[src/pkg/lgb_cfg.svh]
`ifndef LGB_CFG_SVH
`define LGB_CFG_SVH
// register subaddresses
`define LGB_GAMMA_FIRST 6'h26
`define LGB_GAMMA_LAST 6'h33
`define LGB_AVG_BRIGHT 6'h34
// gamma register count and curve size
`define LGB_GAMMA_REGS 14
`define LGB_CURVE_PTS 7
// fixed curve end points
`define LGB_FIX_LO_IN 8'h10
`define LGB_FIX_HI_IN 8'hf0
`define LGB_FIX_MIN 8'h00
`define LGB_FIX_MAX 8'hff
// reset values
`define LGB_GAMMA_RST 8'h00
`define LGB_AVG_RST 8'h00
// pipeline latency of the gamma stage in clock cycles
`define LGB_PIPE_LAT 2
`endif

[src/pkg/lgb_pkg.sv]
package lgb_pkg;
	typedef logic [7:0] lgb_byte_t;
	typedef logic [5:0] lgb_addr_t;
	typedef enum logic [1:0] {
		LGB_CURVE_A = 2'b01,
		LGB_CURVE_B = 2'b10
	} lgb_curve_t;
endpackage

[src/hdl/lgb_gamma_regs.sv]
`timescale 1ns/1ps
`default_nettype none
`include "lgb_cfg.svh"
// -----------------------------------------
// gamma point register bank
// -----------------------------------------
module lgb_gamma_regs
	import lgb_pkg::*;
(
	input wire logic ref_clk_i,
	input wire logic sys_rst_i,
	input wire logic wr_en_i,
	input wire logic [3:0] wr_idx_i,
	input wire lgb_pkg::lgb_byte_t wr_data_i,
	input wire logic [3:0] rd_idx_i,
	output lgb_pkg::lgb_byte_t rd_data_o,
	output logic [111:0] flat_o
);
	lgb_byte_t mem_q [`LGB_GAMMA_REGS];

	always_ff @(posedge ref_clk_i) begin
		for (int i = 0; i < `LGB_GAMMA_REGS; i++) begin
			if (sys_rst_i) begin
				mem_q[i] <= `LGB_GAMMA_RST;
			end else if (wr_en_i && wr_idx_i == 4'(i)) begin
				mem_q[i] <= wr_data_i;
			end
		end
	end

	always_ff @(posedge ref_clk_i) begin
		if (sys_rst_i) begin
			rd_data_o <= `LGB_GAMMA_RST;
		end else if (rd_idx_i < 4'(`LGB_GAMMA_REGS)) begin
			rd_data_o <= mem_q[rd_idx_i];
		end else begin
			rd_data_o <= `LGB_GAMMA_RST;
		end
	end

	always_comb begin
		for (int i = 0; i < `LGB_GAMMA_REGS; i++) begin
			flat_o[i*8 +: 8] = mem_q[i];
		end
	end
endmodule
`default_nettype wire

[src/hdl/lgb_luma_gamma_monitor.sv]
// Overview of operation
// - fourteen byte gamma registers at 26h onward
// - gamma applies to luma, chroma passes through
// - exactly one curve active, never blended
// - breakpoints at 32 through 224, step 32
// - linear interpolation between neighbouring breakpoints
// - points 0,16,240,255 fixed, not writable
// - brightness register at 34h is read only
// - only active video luma is averaged
// - brightness latched on vsync falling edge
// - read returns most recent latched value
`timescale 1ns/1ps
`default_nettype none
`include "lgb_cfg.svh"
module lgb_luma_gamma_monitor
	import lgb_pkg::*;
(
	input wire logic ref_clk_i,
	input wire logic sys_rst_i,
	input wire logic pix_valid_i,
	input wire logic pix_is_luma_i,
	input wire lgb_pkg::lgb_byte_t pix_data_i,
	input wire logic active_video_i,
	input wire logic vsync_n_i,
	input wire logic curve_b_sel_i,
	input wire logic reg_wr_i,
	input wire logic reg_rd_i,
	input wire lgb_pkg::lgb_addr_t register_subaddress_bits_i,
	input wire lgb_pkg::lgb_byte_t reg_wdata_i,
	output lgb_pkg::lgb_byte_t reg_rdata_o,
	output logic reg_rvalid_o,
	output logic pix_valid_o,
	output lgb_pkg::lgb_byte_t pix_data_o,
	output lgb_pkg::lgb_byte_t avg_brightness_o
);
	import lgb_pkg::*;

	// -----------------------------------------
	// functions
	// -----------------------------------------
	function automatic logic in_gamma(input lgb_addr_t a);
		in_gamma = (a >= `LGB_GAMMA_FIRST) && (a <= `LGB_GAMMA_LAST);
	endfunction

	// point value at knot k (0..8 span ends), curve base offset
	function automatic lgb_byte_t knot(input logic [111:0] f, input logic [3:0] k, input logic [3:0] base);
		logic [3:0] ix;
		ix = 4'(base + k - 4'h1);
		if (k == 4'h0) begin
			knot = `LGB_FIX_LO_IN;
		end else if (k == 4'h8) begin
			knot = `LGB_FIX_HI_IN;
		end else begin
			knot = f[ix*8 +: 8];
		end
	endfunction

	// -----------------------------------------
	// register access
	// -----------------------------------------
	logic [111:0] gamma_flat;
	logic [3:0] gidx;
	lgb_byte_t avg_q;
	lgb_curve_t curve_q;

	assign gidx = 4'(register_subaddress_bits_i - `LGB_GAMMA_FIRST);

	lgb_gamma_regs u_regs (
		.ref_clk_i(ref_clk_i),
		.sys_rst_i(sys_rst_i),
		.wr_en_i(reg_wr_i && in_gamma(register_subaddress_bits_i)),
		.wr_idx_i(gidx),
		.wr_data_i(reg_wdata_i),
		.rd_idx_i(gidx),
		.rd_data_o(),
		.flat_o(gamma_flat)
	);

	// read data registered: gamma regs, latched brightness, else zero
	always_ff @(posedge ref_clk_i) begin
		if (sys_rst_i) begin
			reg_rvalid_o <= 1'b0;
			reg_rdata_o <= 8'h00;
		end else begin
			reg_rvalid_o <= reg_rd_i;
			if (reg_rd_i && in_gamma(register_subaddress_bits_i)) begin
				reg_rdata_o <= gamma_flat[gidx*8 +: 8];
			end else if (reg_rd_i && register_subaddress_bits_i == `LGB_AVG_BRIGHT) begin
				reg_rdata_o <= avg_q;
			end else begin
				reg_rdata_o <= 8'h00;
			end
		end
	end

	// -----------------------------------------
	// curve selection
	// -----------------------------------------
	always_ff @(posedge ref_clk_i) begin
		if (sys_rst_i) begin
			curve_q <= LGB_CURVE_A;
		end else begin
			curve_q <= curve_b_sel_i ? LGB_CURVE_B : LGB_CURVE_A;
		end
	end

	// -----------------------------------------
	// gamma stage
	// -----------------------------------------
	logic [3:0] base;
	logic [3:0] seg;
	lgb_byte_t y0, y1;
	logic [8:0] x0, x1;
	logic [8:0] span;
	logic [8:0] frac;
	lgb_byte_t s1_y0_q, s1_y1_q, s1_raw_q;
	logic [8:0] s1_frac_q, s1_span_q;
	logic s1_luma_q, s1_vld_q;
	logic signed [18:0] prod;
	logic signed [9:0] diff;

	always_comb begin
		unique case (curve_q)
			LGB_CURVE_A: base = 4'h0;
			LGB_CURVE_B: base = 4'h7;
			default: base = 4'h0;
		endcase
	end

	// segment edges: 0,16,32..224,240,255
	always_comb begin
		seg = 4'h0;
		x0 = 9'h000;
		x1 = 9'h010;
		y0 = `LGB_FIX_MIN;
		y1 = `LGB_FIX_LO_IN;
		if (pix_data_i < `LGB_FIX_LO_IN) begin
			x0 = 9'h000;
			x1 = 9'h010;
			y0 = `LGB_FIX_MIN;
			y1 = `LGB_FIX_LO_IN;
		end else if (pix_data_i >= `LGB_FIX_HI_IN) begin
			x0 = 9'h0f0;
			x1 = 9'h0ff;
			y0 = `LGB_FIX_HI_IN;
			y1 = `LGB_FIX_MAX;
		end else if (pix_data_i < 8'h20) begin
			x0 = 9'h010;
			x1 = 9'h020;
			y0 = `LGB_FIX_LO_IN;
			y1 = knot(gamma_flat, 4'h1, base);
		end else if (pix_data_i >= 8'he0) begin
			x0 = 9'h0e0;
			x1 = 9'h0f0;
			y0 = knot(gamma_flat, 4'h7, base);
			y1 = `LGB_FIX_HI_IN;
		end else begin
			seg = 4'(pix_data_i[7:5]);
			x0 = {1'b0, pix_data_i[7:5], 5'h00};
			x1 = 9'(x0 + 9'h020);
			y0 = knot(gamma_flat, seg, base);
			y1 = knot(gamma_flat, 4'(seg + 4'h1), base);
		end
		span = 9'(x1 - x0);
		frac = 9'({1'b0, pix_data_i} - x0);
	end

	always_ff @(posedge ref_clk_i) begin
		if (sys_rst_i) begin
			s1_y0_q <= 8'h00;
			s1_y1_q <= 8'h00;
			s1_raw_q <= 8'h00;
			s1_frac_q <= 9'h000;
			s1_span_q <= 9'h010;
			s1_luma_q <= 1'b0;
			s1_vld_q <= 1'b0;
		end else begin
			s1_y0_q <= y0;
			s1_y1_q <= y1;
			s1_raw_q <= pix_data_i;
			s1_frac_q <= frac;
			s1_span_q <= span;
			s1_luma_q <= pix_is_luma_i;
			s1_vld_q <= pix_valid_i;
		end
	end

	assign diff = 10'($signed({2'b00, s1_y1_q}) - $signed({2'b00, s1_y0_q}));
	// widen before the product so the slope times offset cannot wrap
	assign prod = 19'(diff) * $signed({10'h000, s1_frac_q});

	always_ff @(posedge ref_clk_i) begin
		if (sys_rst_i) begin
			pix_valid_o <= 1'b0;
			pix_data_o <= 8'h00;
		end else begin
			pix_valid_o <= s1_vld_q;
			if (s1_luma_q) begin
				pix_data_o <= 8'($signed({11'd0, s1_y0_q}) + prod / $signed({10'd0, s1_span_q}));
			end else begin
				pix_data_o <= s1_raw_q;
			end
		end
	end

	// -----------------------------------------
	// brightness monitor
	// -----------------------------------------
	logic [31:0] sum_q;
	logic [23:0] cnt_q;
	logic vs_q;

	always_ff @(posedge ref_clk_i) begin
		if (sys_rst_i) begin
			vs_q <= 1'b1;
		end else begin
			vs_q <= vsync_n_i;
		end
	end

	always_ff @(posedge ref_clk_i) begin
		if (sys_rst_i) begin
			sum_q <= 32'h0;
			cnt_q <= 24'h0;
			avg_q <= `LGB_AVG_RST;
		end else if (vs_q && !vsync_n_i) begin
			avg_q <= (cnt_q == 24'h0) ? 8'h00 : 8'(sum_q / {8'h00, cnt_q});
			sum_q <= 32'h0;
			cnt_q <= 24'h0;
		end else if (pix_valid_i && pix_is_luma_i && active_video_i) begin
			sum_q <= 32'(sum_q + {24'h0, pix_data_i});
			cnt_q <= 24'(cnt_q + 24'h1);
		end
	end

	always_ff @(posedge ref_clk_i) begin
		if (sys_rst_i) begin
			avg_brightness_o <= `LGB_AVG_RST;
		end else begin
			avg_brightness_o <= avg_q;
		end
	end
endmodule
`default_nettype wire

[config.mk]
export PLATFORM = sky130hd
export DESIGN_NAME = lgb_luma_gamma_monitor
export DESIGN_NICKNAME = d
export VERILOG_FILES = /design/src/pkg/lgb_pkg.sv /design/src/hdl/lgb_gamma_regs.sv /design/src/hdl/lgb_luma_gamma_monitor.sv
export VERILOG_INCLUDE_DIRS = /design/src /design/src/pkg
export SDC_FILE = /design/constraint.sdc
export NUM_CORES = 2
export LEC_CHECK = 0
export ABC_CLOCK_PERIOD_IN_PS = 102000
export BUFFER_PORTS_ARGS = -buffer_cell sky130_fd_sc_hd__buf_2
export CAP_MARGIN = 0
export CORE_MARGIN = 2
export CORE_UTILIZATION = 45
export CTS_CLUSTER_DIAMETER = 80
export DETAILED_ROUTE_END_ITERATION = 8
export PLACE_DENSITY = 0.65
export SLEW_MARGIN = 25
export SYNTH_ARGS = -nofsm -noshare
export SYNTH_HDL_FRONTEND = slang
export SYNTH_SLANG_ARGS = --single-unit
[constraint.sdc]
create_clock -name ref_clk_i -period 102 [get_ports ref_clk_i]
set_input_delay 10.2 -clock ref_clk_i [delete_from_list [all_inputs] [get_ports ref_clk_i]]
set_output_delay 10.2 -clock ref_clk_i [all_outputs]
set_load 0.05 [all_outputs]
==> flow_metrics.env <==
export IMPL_skew_ns=0.01166
export IMPL_grt_pass1_vias=41700
export IMPL_synth_top_family_by_area="compound AO/OA/AOI/OAI gates"
export IMPL_period_share_pct=94.21
export IMPL_synthDistinctLibCells=121
export IMPL_cts_root_buffer="clkbuf_16"
export IMPL_die_w_um=327.0
export IMPL_layout_commonest_cell="ha_1"
export IMPL_fin_nets=6741
export IMPL_fin_crit_ns=96.10
export IMPL_gp_congestion=0.9056
export IMPL_cts_made_buffers=31
export IMPL_drive_gt1_share_pct=14.48
export IMPL_die_h_um=327.0
export IMPL_clkLatencyLatePin_ns=0.59
export IMPL_report_final_slew_viol_count=0
export IMPL_reg2reg_slack_ns=5.90
export IMPL_holdWs_ns=0.4471
export IMPL_cts_tree="done"
export IMPL_yosys_warnings=0
export IMPL_cp_slowest_cell="or4_4"
export IMPL_start_util_pct=45.37
export IMPL_cap_viol_max_count=0
export IMPL_grt_pass1_wl_mm=220.8
export IMPL_synthTopCellsByArea="ha_1 20%, edfxtp_1 7.2%, o21a_1 7.1%"
export IMPL_placementRows=118
export IMPL_path_class="reg2reg"
export IMPL_fin_ws_ns=5.905
export IMPL_yosysTopAreaCell="ha_1"
export IMPL_synth_xor_area_share_pct=4.588
export IMPL_ant_nets=0
export IMPL_ys_seq_area_share_pct=12.70
export IMPL_drtPass1Iterations=5
export IMPL_crit_fanout=28
export IMPL_status="completed"
export IMPL_ctsHtreeMaxLevel=1
export IMPL_area_delta_synth_final_pct=9.547
export IMPL_cpMostUsedCell="o21a_1"
export IMPL_final_cell_mix="732 x ha_1, 594 x nor2_1, 445 x nor3_1, 438 x o21a_1, 386 x nand2_1"
export IMPL_r2r_start="cnt_q[23]"
export IMPL_io_buffers=56
export IMPL_synthMuxAreaShare_pct=11.98
export IMPL_syn_inst=5831
export IMPL_yosys_area_share_simple_pct=21.99
export IMPL_clkTransAtPathRegs_ns=0.06
export IMPL_dp_slack_ns=-1.669
export IMPL_critPathLaunch="cnt_q[23]"
export IMPL_cp_end_kind="register"
export IMPL_vias_per_cell=6.073
export IMPL_rr_endpoint="avg_q[0]"
export IMPL_antenna_found_initial=8
export IMPL_final_util_pct=49.70
export IMPL_setup_viol=0
export IMPL_overflow=0
export IMPL_drt_total_wl_mm=138.1
export IMPL_max_freq_mhz=10.41
export IMPL_grt_max_degree=73
export IMPL_synth_area_per_cell_um2=8.053
export IMPL_cts_buffer_depth=3
export IMPL_wl_per_cell_um=18.85
export IMPL_vias=44500
export IMPL_syn_nets=6652
export IMPL_fin_area_um2=51440
export IMPL_num_io_pins=57
export IMPL_slowest_delay_ns=0.57
export IMPL_synth_compound_area_share_pct=23.01
export IMPL_synthArstFlopShare_pct=0
export IMPL_worstMarginPinSlew_ns=1.025
export IMPL_core_um2=103500
export IMPL_synth_top_area_share_pct=19.53
export IMPL_slew_headroom_pct=30.83
export IMPL_route_detailed_drc=0
export IMPL_multi_input_area_um2=39890
export IMPL_endpoint="avg_q[0]"
export IMPL_cts_sinks=242
export IMPL_dpl_cell_area_um2=49060
export IMPL_cp_start_kind="register"
export IMPL_globalRouteTotalUtil_pct=24.85
export IMPL_crit_required_ns=102.44
export IMPL_finalHoldViolations=0
export IMPL_fill_cells=9884
export IMPL_ff_latch_area_um2=5967
export IMPL_ys_ff_latch=242
export IMPL_r2r_worst_path_cells=515
export IMPL_synthAdderAreaFrac_pct=21.98
export IMPL_hpwlAfterDp_mm=105.6
export IMPL_crit_arrival_ns=96.54
export IMPL_first_iter_violations=3020
export IMPL_synth_ff_type="dfxtp_1"
export IMPL_hold_path_class="reg2reg"
export IMPL_die_area_um2=107000
export IMPL_netlist_area_um2=46960
export IMPL_synth_edf_count=112
## worst max-delay path, delay by kind of cell, from the launching register on
| kind | cells | cell delay [ns] |
|---|---|---|
| AOI/OAI and AO/OA | 405 | 74.30 |
| adders and majority gates | 31 | 9.06 |
| buffers and inverters | 12 | 1.88 |
| DFF | 1 | 0.33 |
| muxes | 13 | 2.99 |
| and+or+nand+nor | 54 | 7.16 |
## registers in the layout, indices dropped and copies added, names as in the netlist, 6 cells and up
signal and cells:
u_regs.mem_q 112, sum_q 32, cnt_q 24, avg_brightness_o 8, avg_q 8, pix_data_o 8, reg_rdata_o 8, s1_raw_q 8
s1_y0_q 8, s1_y1_q 8, s1_span_q 6
## synthesized netlist by cell type (55+ instances only)
master    number
a21oi_1      255
xnor2_1      163
nand2_1      389
ha_1         733
clkbuf_1     157
nor3_1       449
mux2_2       233
nand2b_1      61
mux4_2        85
inv_1        262
and2_1       170
o21a_1       442
nand4_1       55
dfxtp_1      130
nor2b_1       58
o31ai_1       94
nor2_1       605
a21o_1       105
fa_1          57
o21ai_0      250
edfxtp_1     112
xor2_1        78
mux2i_1       92
nand3_1       84
## worst min-delay path by stage
stage,start,to,depth (start not counted)
2_1_floorplan,s1_vld_q,pix_valid_o,1
3_3_place_gp,s1_vld_q,pix_valid_o,1
3_5_place_dp,s1_vld_q,pix_valid_o,1
4_1_cts,s1_vld_q,pix_valid_o,1
5_1_grt,s1_vld_q,pix_valid_o,1
6_report,s1_vld_q,pix_valid_o,1
## kinds of logic (layout without fill, tap and decap cells)
| logic type | after synthesis | after routing |
|---|---|---|
| XOR/XNOR | 243 | 243 |
| buffers and inverters | 461 | 571 |
| flip-flops | 242 | 242 |
| adder cells (fa/ha/maj) | 791 | 791 |
| AO/OA/AOI/OAI | 1552 | 1552 |
| multiplexers | 424 | 424 |
| other | 0 | 3 |
| AND/OR/NAND/NOR | 2118 | 2122 |
## layer usage
| metal | track usage (%) | wire length, µm |
|---|---|---|
| met1 | 34.16 | 63390 |
| met2 | 41.35 | 62870 |
| met3 | 2.864 | 8164 |
| met4 | 6.282 | 3634 |
| met5 | 0 | 66 |
## stage by stage
stage	instances	TNS, ns
3_3_place_gp	7175	0
3_5_place_dp	7175	-1.669
2_1_floorplan	5831	0
6_report	7328	0
5_1_grt	7325	-0.5639
4_1_cts	7234	0
## repair_timing
item                                    4_1_cts  5_1_grt
cloned                                        0        4
hold buffers                                  0        0
resized for setup                            15      173
setup buffers                                 1       87
hold endpoints to repair                      0        0
endpoints found under the setup margin        1        3
pin swaps                                     1       70
## final cells by class
| class | instances | area share [%] |
|---|---|---|
| multi-input cells | 5132 | 77.54 |
| flip-flops and latches | 242 | 11.60 |
| repair buffers | 249 | 3.422 |
| well taps | 1380 | 3.357 |
| inverters | 264 | 1.939 |
| clock buffers | 47 | 1.846 |
| clock inverters | 11 | 0.2797 |
| diodes | 3 | 0.01459 |
Power is not shown: default switching activity piles up to over one toggle a cycle in this logic, so the estimate is an artifact.
